## src/pkg/pmc_map.svh

```systemverilog
// constants of the presettable modulo counter
`ifndef PMC_MAP_SVH
`define PMC_MAP_SVH
`define PMC_WIDTH   8
`define PMC_GROUP   4
`define PMC_PEN_ON  1'b0
`define PMC_PEN_OFF 1'b1
`define PMC_CNT_RST 1'b0
`define PMC_FLAG_ON 1'b1
`endif

```

## src/pkg/pmc_pkg.sv

```systemverilog
// types of the presettable modulo counter
package pmc_pkg;
  typedef enum logic [1:0] {
    PMC_UP   = 2'b01,
    PMC_DOWN = 2'b10
  } pmc_dir_t;

  typedef struct packed {
    logic count_en;
    logic load_cmd;
  } pmc_ctl_t;
endpackage : pmc_pkg

```

## src/hdl/pmc_carry_tree.sv

```systemverilog
// two-level AND tree producing the toggle enables
`timescale 1ns/100ps
`include "pmc_map.svh"
module pmc_carry_tree import pmc_pkg::*; #(
  parameter int W = `PMC_WIDTH
) (
  input  wire logic [W-1:0] bits, // direction-adjusted count bits
  output wire logic [W-1:0] tgl   // toggle enable per bit
);
  localparam int GRP = `PMC_GROUP;
  localparam int NG  = W / GRP;

  logic [NG-1:0] gp;

  genvar g, i;
  // first level: propagate of each full group
  for (g = 0; g < NG; g++) begin : g_grp
    assign gp[g] = &bits[g*GRP +: GRP];
  end

  // second level: groups below AND partial group below
  for (i = 0; i < W; i++) begin : g_bit
    localparam int G = i / GRP;
    localparam int R = i % GRP;
    logic lo;
    logic hi;
    if (R == 0) begin : g_lo0
      assign lo = 1'b1;
    end else begin : g_lo
      assign lo = &bits[G*GRP +: R];
    end
    if (G == 0) begin : g_hi0
      assign hi = 1'b1;
    end else begin : g_hi
      assign hi = &gp[G-1:0];
    end
    assign tgl[i] = lo & hi;
  end
endmodule : pmc_carry_tree

```

## src/hdl/pmc_counter.sv

```systemverilog
// presettable modulo counter with pipelined terminal count
`timescale 1ns/100ps
`include "pmc_map.svh"
module pmc_counter import pmc_pkg::*; #(
  parameter int       WIDTH = `PMC_WIDTH,
  parameter pmc_dir_t DIR   = PMC_UP
) (
  input  wire logic             ref_clk,          // 25 MHz clock
  input  wire logic             rst,              // sync reset
  input  wire logic             flag_rst,         // async flag reset
  input  wire pmc_ctl_t         ctl,              // enable and load
  input  wire logic [WIDTH-1:0] load_val,         // parallel input
  output logic      [WIDTH-1:0] count_q,          // count value
  output logic                  final_state_flag, // terminal state
  output logic                  par_en_n          // parallel enable
);
  localparam logic [WIDTH-1:0] ONES = {WIDTH{1'b1}};
  localparam logic [WIDTH-1:0] ZERO = {WIDTH{1'b0}};
  localparam logic [WIDTH-1:0] ONE  = {{(WIDTH-1){1'b0}}, 1'b1};
  localparam logic [WIDTH-1:0] PRE  = ONES ^ ONE;

  // up sees the bits as they are, down sees them inverted
  function automatic logic [WIDTH-1:0] dir_view(
    input logic [WIDTH-1:0] v
  );
    return (DIR == PMC_DOWN) ? ~v : v;
  endfunction : dir_view

  logic             pe_n_reg;
  logic             pe_n_next;
  logic             fsf_reg;
  logic             fsf_next;
  logic             load_now;
  logic             cell_clock_gate;
  logic             pre_tc;
  logic [WIDTH-1:0] view;
  logic [WIDTH-1:0] tgl;

  // the flag flop output and the load command act on the load at once
  assign load_now = (pe_n_reg == `PMC_PEN_ON) | ctl.load_cmd;

  // loads pass even while counting is disabled
  assign cell_clock_gate = ctl.count_en | load_now;

  assign view   = dir_view(count_q);
  assign pre_tc = (view == PRE);

  pmc_carry_tree #(
    .W (WIDTH)
  ) u_tree (
    .bits (view),
    .tgl  (tgl)
  );

  pmc_tff_bank #(
    .W (WIDTH)
  ) u_bank (
    .ref_clk         (ref_clk),
    .rst             (rst),
    .cell_clock_gate (cell_clock_gate),
    .par_load        (load_now),
    .load_val        (load_val),
    .tgl             (tgl),
    .count_q         (count_q)
  );

  // flag input: pre-terminal decode gated by the parallel enable
  always_comb begin
    pe_n_next = pe_n_reg;
    if (cell_clock_gate) begin
      if (pre_tc && !load_now) begin
        pe_n_next = `PMC_PEN_ON;
      end else begin
        pe_n_next = `PMC_PEN_OFF;
      end
    end
    fsf_next = ~pe_n_next;
  end

  // power-up reset asserts the parallel enable
  always_ff @(posedge ref_clk or posedge flag_rst) begin
    if (flag_rst) begin
      pe_n_reg <= `PMC_PEN_ON;
      fsf_reg  <= `PMC_FLAG_ON;
    end else if (rst) begin
      pe_n_reg <= `PMC_PEN_ON;
      fsf_reg  <= `PMC_FLAG_ON;
    end else begin
      pe_n_reg <= pe_n_next;
      fsf_reg  <= fsf_next;
    end
  end

  assign par_en_n         = pe_n_reg;
  assign final_state_flag = fsf_reg;

  // checking helpers
  logic [WIDTH-1:0] step_ref;
  logic [WIDTH-1:0] tgl_ref;
  logic             run_and;
  logic             advance;
  logic             idle;

  always_comb begin
    run_and = 1'b1;
    tgl_ref = ZERO;
    for (int k = 0; k < WIDTH; k++) begin
      tgl_ref[k] = run_and;
      run_and    = run_and & view[k];
    end
  end

  assign step_ref = (DIR == PMC_DOWN) ? WIDTH'(count_q - ONE)
                                      : WIDTH'(count_q + ONE);
  assign advance  = ctl.count_en && !load_now;
  assign idle     = !ctl.count_en && !load_now;
endmodule : pmc_counter

```

## src/hdl/pmc_tff_bank.sv

```systemverilog
// bank of loadable toggle flip-flops holding the count
`timescale 1ns/100ps
`include "pmc_map.svh"
module pmc_tff_bank import pmc_pkg::*; #(
  parameter int W = `PMC_WIDTH
) (
  input  wire logic         ref_clk,         // clock
  input  wire logic         rst,             // sync reset
  input  wire logic         cell_clock_gate, // bank clock enable
  input  wire logic         par_load,        // load instead of toggle
  input  wire logic [W-1:0] load_val,        // parallel input
  input  wire logic [W-1:0] tgl,             // toggle enables
  output logic      [W-1:0] count_q          // count flops
);
  logic [W-1:0] cnt_reg;
  logic [W-1:0] cnt_next;

  always_comb begin
    cnt_next = cnt_reg;
    if (cell_clock_gate) begin
      if (par_load) begin
        cnt_next = load_val;
      end else begin
        cnt_next = cnt_reg ^ tgl;
      end
    end
  end

  always_ff @(posedge ref_clk) begin
    if (rst) begin
      cnt_reg <= {W{`PMC_CNT_RST}};
    end else begin
      cnt_reg <= cnt_next;
    end
  end

  assign count_q = cnt_reg;
endmodule : pmc_tff_bank

```

## config.mk

```make
export PLATFORM = sky130hd
export DESIGN_NAME = pmc_counter
export DESIGN_NICKNAME = d
export VERILOG_FILES = /design/src/pkg/pmc_pkg.sv /design/src/hdl/pmc_carry_tree.sv /design/src/hdl/pmc_counter.sv /design/src/hdl/pmc_tff_bank.sv
export VERILOG_INCLUDE_DIRS = /design/src /design/src/pkg
export SDC_FILE = /design/constraint.sdc
export NUM_CORES = 1
export LEC_CHECK = 0
export BUFFER_PORTS_ARGS = -buffer_cell sky130_fd_sc_hd__buf_2
export CAP_MARGIN = 20
export CORE_MARGIN = 8
export CORE_UTILIZATION = 42
export DETAILED_ROUTE_END_ITERATION = 7
export PLACE_DENSITY = 0.72
export SYNTH_ARGS = -nofsm -noshare
export SYNTH_HDL_FRONTEND = slang
export SYNTH_HIERARCHICAL = 1
export SYNTH_SLANG_ARGS = --single-unit
```

## constraint.sdc

```tcl
create_clock -name ref_clk -period 1.17 [get_ports ref_clk]
set_input_delay 0.0585 -clock ref_clk [delete_from_list [all_inputs] [get_ports ref_clk]]
set_output_delay 0.0585 -clock ref_clk [all_outputs]
set_load 0.01 [all_outputs]
```

# Yosys cells after proc, flatten, opt, wreduce, memory -nomap -nowiden
# Cells that the tools add are included.
totals:
  ramBits: 0
  latch_bits: 0
  inputBits: 13
  ff_bits: 10
  word_cells: 24
  n_memories: 0
  romBits: 0
op_classes:
  bitwise_logic: 8
  add_sub_neg: 0
  multipliers: 0
  shifts: 0
  muxes: 5
  div: 0
  reduce_logical: 7
  n_eq_ne: 1
  n_lt_le_gt_ge: 0
op_table:
  columns: ["operator", "n"]
  rows:
  - ["$eq A8 B8 Y1 const B", 1]
  - ["$mux W8", 1]
  - ["$xor A8 B8 Y8", 1]
  - ["$reduce_and A3 Y1", 2]
  - ["$mux W1", 4]
  - ["$reduce_and A2 Y1", 2]
  - ["$reduce_and A4 Y1", 1]
  - ["$and A1 B1 Y1", 3]
  - ["$not A1 Y1", 2]
  - ["$or A1 B1 Y1", 2]
  - ["$logic_and A1 B1 Y1", 1]
  - ["$logic_not A1 Y1", 1]

# Logic depth before layout (Yosys ltp)
# Gate-level depths: netlist (run 1).
logic_depth:
  word_depth: 8
  ltp_mapped: 6
  depth_no_buf: 5

# Cells and area by module
# The synthesis (run 1) kept the hierarchy.
modules_own_cells:
  columns: ["module", "cells_per_inst", "n_inst", "area_per_inst_um2", "seq_area_each_um2"]
  rows:
  - ["pmc_tff_bank", 52, 1, 446.7, 160.2]
  - ["pmc_counter", 11, 1, 108.9, 51.3]
  - ["pmc_carry_tree", 12, 1, 86.3, 0.0]

# Least setup slack after synthesis (run 1)
# OpenSTA, ideal clock, no wires.
synth_path:
  path_kind: "register to register"
  start: "register pe_n_reg, in the netlist par_en_n"
  end: "register u_bank.cnt_reg[5], in the netlist u_bank/count_q[5]"
  n_path_buf: 1
  stages_incl_launch_ff: 7
  path_slack_ps: -196
  period_less_slack_ps: 1366
  t_arrival_ps: 1297
  path_cell_list: "dfrtp_1 nand2b_1 or2_2 clkbuf_2 o21ai_1 nand2_1 a21oi_1"
synth_via:
  elab_chain_len: 3
  elab_cells_between_ends: 4
  classes_between: "1 x mux; 3 x bitwise"
synth_rtl:
  columns: ["element", "line", "source"]
  rows:
  - ["start, declared", "pmc_counter.sv:29", "logic pe_n_reg;"]
  - ["start signal, assigned", "pmc_counter.sv:83", "pe_n_reg <= `PMC_PEN_ON;"]
  - ["start signal, assigned", "pmc_counter.sv:86", "pe_n_reg <= `PMC_PEN_ON;"]
  - ["start signal, assigned", "pmc_counter.sv:89", "pe_n_reg <= pe_n_next;"]
  - ["$not A1 Y1 (no source line)", null, null]
  - ["$or A1 B1 Y1", "pmc_counter.sv:40", "assign load_now = (pe_n_reg == `PMC_PEN_ON) | ctl.load_cmd;"]
  - ["named net load_now", "pmc_counter.sv:33", "logic load_now;"]
  - ["$or A1 B1 Y1", "pmc_counter.sv:43", "assign cell_clock_gate = ctl.count_en | load_now;"]
  - ["named net cell_clock_gate", "pmc_counter.sv:34", "logic cell_clock_gate;"]
  - ["end signal, assigned", "pmc_tff_bank.sv:31", "cnt_reg <= {W{`PMC_CNT_RST}};"]
  - ["end signal, assigned", "pmc_tff_bank.sv:33", "cnt_reg <= cnt_next;"]
  - ["end, declared", "pmc_tff_bank.sv:15", "logic [W-1:0] cnt_reg;"]
# The timed path passes the listed nets, and every way through them passes these cells.
# A chain may end at the register's enable or synchronous reset.

# Final worst setup path (run 1)
layout_path:
  start: "register u_bank.cnt_reg[2], in the netlist u_bank/count_q[2]"
  end: "register u_bank.cnt_reg[5], in the netlist u_bank/count_q[5]"
layout_via:
  elab_chain_len: 4
layout_rtl:
  columns: ["element", "line", "source"]
  rows:
  - ["$reduce_and A4 Y1", "pmc_carry_tree.sv:18", "assign gp[g] = &bits[g*GRP +: GRP];"]
  - ["named net tgl[4]", "pmc_counter.sv:37", "logic [WIDTH-1:0] tgl;"]
  - ["$and A1 B1 Y1", "pmc_carry_tree.sv:37", "assign tgl[i] = lo & hi;"]
  - ["named net tgl[5]", "pmc_counter.sv:37", null]
  - ["$xor A8 B8 Y8", "pmc_tff_bank.sv:24", "cnt_next = cnt_reg ^ tgl;"]
  - ["$mux W8", "pmc_tff_bank.sv:21", "if (par_load) begin"]
# The timed path passes the listed nets, and every way through them passes these cells.

==> results.toml, run 1 <==
[routing]
vias_per_cell = 5.60
routed_wl_microns = 1870
drt_iter0_drc = 12
drc = 0
dr_total_vias = 677
post_drt_wl_per_cell_microns = 15.5
drtPass1Iterations = 4
ant_nets = 0

[placed_design]
routabilityCongestion = 0.811
post-place-ws_ns = -0.0477
port_buffers = 22
dp_cells = 114
hpwl_microns = 1290
placed_area_sq_um = 792

[critical_path]
worstSetupStartpointType = "flop"
crit_type = "flop to flop"
slowest_delay_ns = 0.34
required_ns = 1.36
path_cells = "and4_4 > and2_4 > nor4bb_2 > a31oi_1 > a21oi_1"
critPathCaptureType = "flop"
rrSetupSlack_ns = -0.07
crit_fanout = 4
arrival_ns = 1.43
crit_slowest_cell = "dfxtp_2"

[clock_network]
cts.sinks = 10
clk_latency_ns = 0.26
htree_levels = 1
cts_buffers = 3
cts_root_buf = "clkbuf_4"
cts.path.max_buffers = 2
clk_pin_slew_ns = 0.07
cts_tree = "yes"

[floorplan]
core-area_sq_mm = 0.00147
die_w_microns = 55.1
die-area_sq_mm = 0.00303
dieHeight_microns = 55.1
ioPinCount = 23
rows = 14
start_util_pct = 43.6

[cells_and_area]
drive_gt1_share_pct = 54.3
design_area_sq_um = 898
final_cell_count_no_fill = 121
area_delta_synth_final_pct = 40.0
final_nets = 119
num_antenna_cells = 0

[timing]
tns_ns = -0.278
setup_viol = 9
rsz0062_at_grt = "yes"
clock_skew_ns = 0.00376
hold_viol = 0
fin_hold_ws_ns = 0.0791
fmaxAchievable_mhz = 808
slew_viol_final = 0
fin_crit_ns = 1.24
layout_setup_ws_ns = -0.0670
min_period_over_period_pct = 106

[synth]
synthesis.nets = 88
ys_ff_latch = 10
synth_ff_type = "dfxtp_1"
synth_area_leader_cell = "dfxtp_1"
synth.area.top_cells = "dfxtp_1 25%, a22oi_2 7.8%, nand3b_1 7.0%"
yosysWarnings = 6
synth_edf_count = 0
async_flop_share_pct = 20.0
yosys-top-cells-count = "8 x dfxtp_1, 8 x o21ai_1, 6 x nand3b_1, 6 x nor2_1, 6 x o21ai_0"
synth.avg_cell_area_sq_um = 8.56
synth_area_sq_um = 642
synth.distinct_cells = 28
ys_seq_area_share_pct = 32.9
synth_top_area_share_pct = 25.0
synth_cells = 75

[pwr]
p_leak_nw = 0.404
powerDensity_mw_per_mm2 = 1020
vdd_ir_drop_max_mv = 0.488

[grt]
grt_max_degree = 12
grt_overflow = 0
grt_use_total_pct = 12.1
antenna_found_initial = 0
grt_pass1_wl_microns = 2680
first_global_vias = 638

[outcome]
status = "complete, but fails checks"
violations = "setup timing"

[run]
max_cap_viol_count = 0

[worst_hold_path]
hold_class = "primary input to flop"
==> kinds of logic after synthesis <==
logic type,count (synthesis),synth area share [%]
AO/OA/AOI/OAI,26,27.7
AND/OR/NAND/NOR,28,27.5
buffers and inverters,10,11.3
other,1,0.584
flip-flops,10,32.9
==> registers in the layout, indices dropped and copies added (netlist names) <==
| name | flops |
|---|---|
| final_state_flag | 1 |
| par_en_n | 1 |
| u_bank/count_q | 8 |
==> metal layers <==
layer  GRT usage (%)  vias up  routed length [microns]
met5               0        -                        0
met4            7.20        0                       45
met3            2.67        4                      106
met2            21.5       23                      970
met1            12.7      316                      751
li1                -      334                        -
==> metrics by stage <==
step           utilization (%)  power (W)
5_1_grt                   61.1   0.000969
2_1_floorplan                -   0.000512
3_3_place_gp              53.8   0.000581
6_report                  61.1   0.000916
3_5_place_dp              53.8   0.000588
4_1_cts                   58.5   0.000908
==> cells in the final DEF (no fill, tap or decap), drive strengths merged <==
master	n
a31oi	2
and2	2
and3	2
o41ai	1
nand2b	3
a22oi	6
inv	2
or2	2
conb	1
nand2	2
nor4bb	2
nand4	1
a21oi	2
clkbuf	4
dfxtp	8
nor2	6
o21ai	14
nand3b	6
and4	2
dfstp	1
dlygate4sd3	1
dfrtp	1
nand3	1
buf	32
o41a	1
==> power by group <==
part	switching [W]	internal (W)
clock	0.000124	0.000189
combinational	0.000109	0.000103
sequential	0.0000221	0.000368
total	0.000255	0.000660
==> worst max-delay path: cells and delay by family, from the launching register on <==
family	cells	cell delay, ns
and+or+nand+nor	3	0.64
DFF	1	0.34
AOI/OAI and AO/OA	2	0.18
==> cell type report <==
cell class	instances	area [sq um]
multi-input cells	56	419
clock buffers	4	36.3
fillers	123	573
well taps	16	20.0
flip-flops and latches	10	220
inverters	2	7.51
repair buffers	33	195
==> what timing repair did <==
| action | 4_1_cts | 5_1_grt |
|---|---|---|
| hold endpoints to repair | 2 | 0 |
| pin swaps | 2 | 3 |
| hold buffers | 1 | 0 |
| setup buffers | 0 | 1 |
| gates resized for setup | 3 | 8 |
| gates cloned | 1 | 0 |
| endpoints found under the setup margin | 9 | 10 |
==> worst paths after layout <==
check | from | end | depth (start not counted)
setup / recovery | u_bank/count_q[2] | u_bank/count_q[5] | 5
hold reg to reg | u_bank/count_q[7] | u_bank/count_q[7] | 2
max in group asynchronous | flag_rst | final_state_flag | 3
setup reg to reg | u_bank/count_q[2] | u_bank/count_q[5] | 5
hold / removal | rst | u_bank/count_q[6] | 2
min in group asynchronous | flag_rst | par_en_n | 3
(Power assumes the default switching activity.)
==> run 2: changes to the inputs <==
--- a/config.mk
+++ b/config.mk
@@ -6,11 +6,13 @@
 export SDC_FILE = /design/constraint.sdc
 export NUM_CORES = 1
 export LEC_CHECK = 0
+export ABC_AREA = 1
 export BUFFER_PORTS_ARGS = -buffer_cell sky130_fd_sc_hd__buf_2
 export CAP_MARGIN = 20
 export CORE_MARGIN = 8
-export CORE_UTILIZATION = 42
+export CORE_UTILIZATION = 43
 export DETAILED_ROUTE_END_ITERATION = 7
+export HOLD_SLACK_MARGIN = 0.1
 export PLACE_DENSITY = 0.72
 export SYNTH_ARGS = -nofsm -noshare
 export SYNTH_HDL_FRONTEND = slang
==> results.toml, run 2 <==
[routing]
dr_total_vias = 784
routed_wl_microns = 1780
post_drt_wl_per_cell_microns = 10.6
drt_iter0_drc = 14
drc = 0
drtPass1Iterations = 4
vias_per_cell = 4.67
ant_nets = 0

[run]
max_cap_viol_count = 0

[placed_design]
hpwl_microns = 1290
routabilityCongestion = 0.753
placed_area_sq_um = 826
post-place-ws_ns = 0.00743
port_buffers = 22

[worst_hold_path]
whs_path_depth = 5
hold_class = "primary input to flop"
min_from = "load_val[0]"
hold_end = "u_bank/count_q[0]"

[clock_network]
clk_latency_ns = 0.27
clk_pin_slew_ns = 0.08
cts_buffers = 3
cts.sinks = 10
htree_levels = 1
cts.path.max_buffers = 2
cts_root_buf = "clkbuf_4"
cts_tree = "yes"

[floorplan]
ioPinCount = 23
die_w_microns = 56.2
core-area_sq_mm = 0.00151
die-area_sq_mm = 0.00316
dieHeight_microns = 56.2
start_util_pct = 46.1
rows = 14

[timing]
rsz0062_at_grt = "yes"
layout_setup_ws_ns = -0.0510
fin_crit_ns = 1.22
clock_skew_ns = 0.00566
fmaxAchievable_mhz = 819
setup_viol = 7
slew_viol_final = 0
fin_hold_ws_ns = 0.108
min_period_over_period_pct = 104
hold_viol = 0

[critical_path]
rr_endpoint = "u_bank/count_q[1]"
reg2reg_depth = 8
worstReg2RegStart = "par_en_n"
critPathCaptureType = "flop"
rrSetupSlack_ns = -0.05
worstSetupStartpointType = "flop"
crit_type = "flop to flop"
required_ns = 1.34
arrival_ns = 1.39
crit_fanout = 22

[synth]
synth.most_common_cell = "nor2_1"
ys_seq_area_share_pct = 30.5
synth_edf_count = 0
ys_ff_latch = 10
yosys-top-cells-count = "38 x nor2_1, 25 x nand2_1, 15 x inv_1"
synth.distinct_cells = 17
synth_area_leader_cell = "dfxtp_1"
synth_area_sq_um = 694
synth.area.top_cells = "dfxtp_1 23%, nor2_1 21%, nand2_1 14%"
synth_ff_type = "dfxtp_1"
synth_top_area_share_pct = 23.1
synth_cells = 121
async_flop_share_pct = 20.0
synthesis.nets = 134
synth.avg_cell_area_sq_um = 5.74
yosysWarnings = 6

[grt]
grt_overflow = 0
grt_pass1_wl_microns = 3030
grt_use_total_pct = 11.4
first_global_vias = 719
antenna_found_initial = 0
grt_max_degree = 23

[cells_and_area]
final_nets = 166
largest_reg_flops = 8
area_delta_synth_final_pct = 32.4
design_area_sq_um = 920
final_cell_mix = "37 x nor2_1, 25 x nand2_1, 22 x buf_2"
nFillCells = 150
mostFrequentLayoutCell = "nor2_1"
num_antenna_cells = 0
drive_gt1_share_pct = 27.6

[pwr]
vdd_ir_drop_max_mv = 0.609
p_leak_nw = 0.527
powerDensity_mw_per_mm2 = 1030

[outcome]
violations = "setup timing"
status = "complete, but fails checks"
-- run 2: per-layer routing --
layer / wire length (microns) / global-route usage, %
met5: 0 / 0
met4: 16 / 5.15
met3: 74 / 2.74
met2: 873 / 18.2
met1: 818 / 14.0
-- run 2: area by class of cell --
type,instances,area [sq um],share of cell area [%]
sequential,10,211,23.0
timing repair buffer,35,230,25.0
inverter,17,63.8,6.94
clock buffer,4,36.3,3.95
tap,16,20.0,2.18
multi-input combinational,86,358,38.9
-- run 2: metrics by stage --
step,cells,utilization [%],power [W],TNS (ns)
final,168,61.0,0.000951,-0.169
after detailed placement,158,54.8,0.000619,0
after floorplan,121,-,0.000534,0
after global placement,158,54.8,0.000615,0
after CTS,166,59.9,0.000956,0
after global routing,168,61.0,0.00101,-0.875
-- run 2: power breakdown --
part | leakage (nW) | internal [W] | switching (W)
sequential | 0.0887 | 0.000369 | 0.0000208
clock | 0.0210 | 0.000189 | 0.000132
combinational | 0.417 | 0.000113 | 0.000126
-- run 2: worst max-delay path, stage by stage (launching register included) --
cell     delay (ns)
dfrtp_1        0.37
inv_1          0.06
nor2_2         0.14
inv_2          0.06
buf_12         0.15
nor2_2         0.11
nor2_1         0.04
o21ai_1        0.14
nor2_1         0.05
-- run 2: worst max path at each step --
stage          startpoint           endpoint  cells after the start  slack [ns]
6_report         par_en_n  u_bank/count_q[1]                      8       -0.05
3_3_place_gp     par_en_n  u_bank/count_q[7]                      5        0.05
3_5_place_dp     par_en_n  u_bank/count_q[7]                      5       0.007
5_1_grt          par_en_n  u_bank/count_q[1]                      8       -0.14
4_1_cts          par_en_n  u_bank/count_q[7]                      8        0.02
2_1_floorplan    par_en_n  u_bank/count_q[4]                      8        0.05
-- run 2: logic make-up (layout without fill, tap and decap cells) --
| kind of cell | after synthesis | count (layout) | synth area share [%] |
|---|---|---|---|
| buffers and inverters | 25 | 56 | 18.4 |
| AND/OR/NAND/NOR | 69 | 69 | 38.7 |
| other | 1 | 1 | 0.540 |
| flip-flops | 10 | 10 | 30.5 |
| AO/OA/AOI/OAI | 16 | 16 | 11.9 |
-- run 2: what timing repair did --
| item | CTS | global route |
|---|---|---|
| gates resized for setup | 0 | 3 |
| hold buffers | 4 | 0 |
| hold endpoints to repair | 7 | 0 |
| buffers inserted | 0 | 2 |
| endpoints found under the setup margin | 0 | 8 |
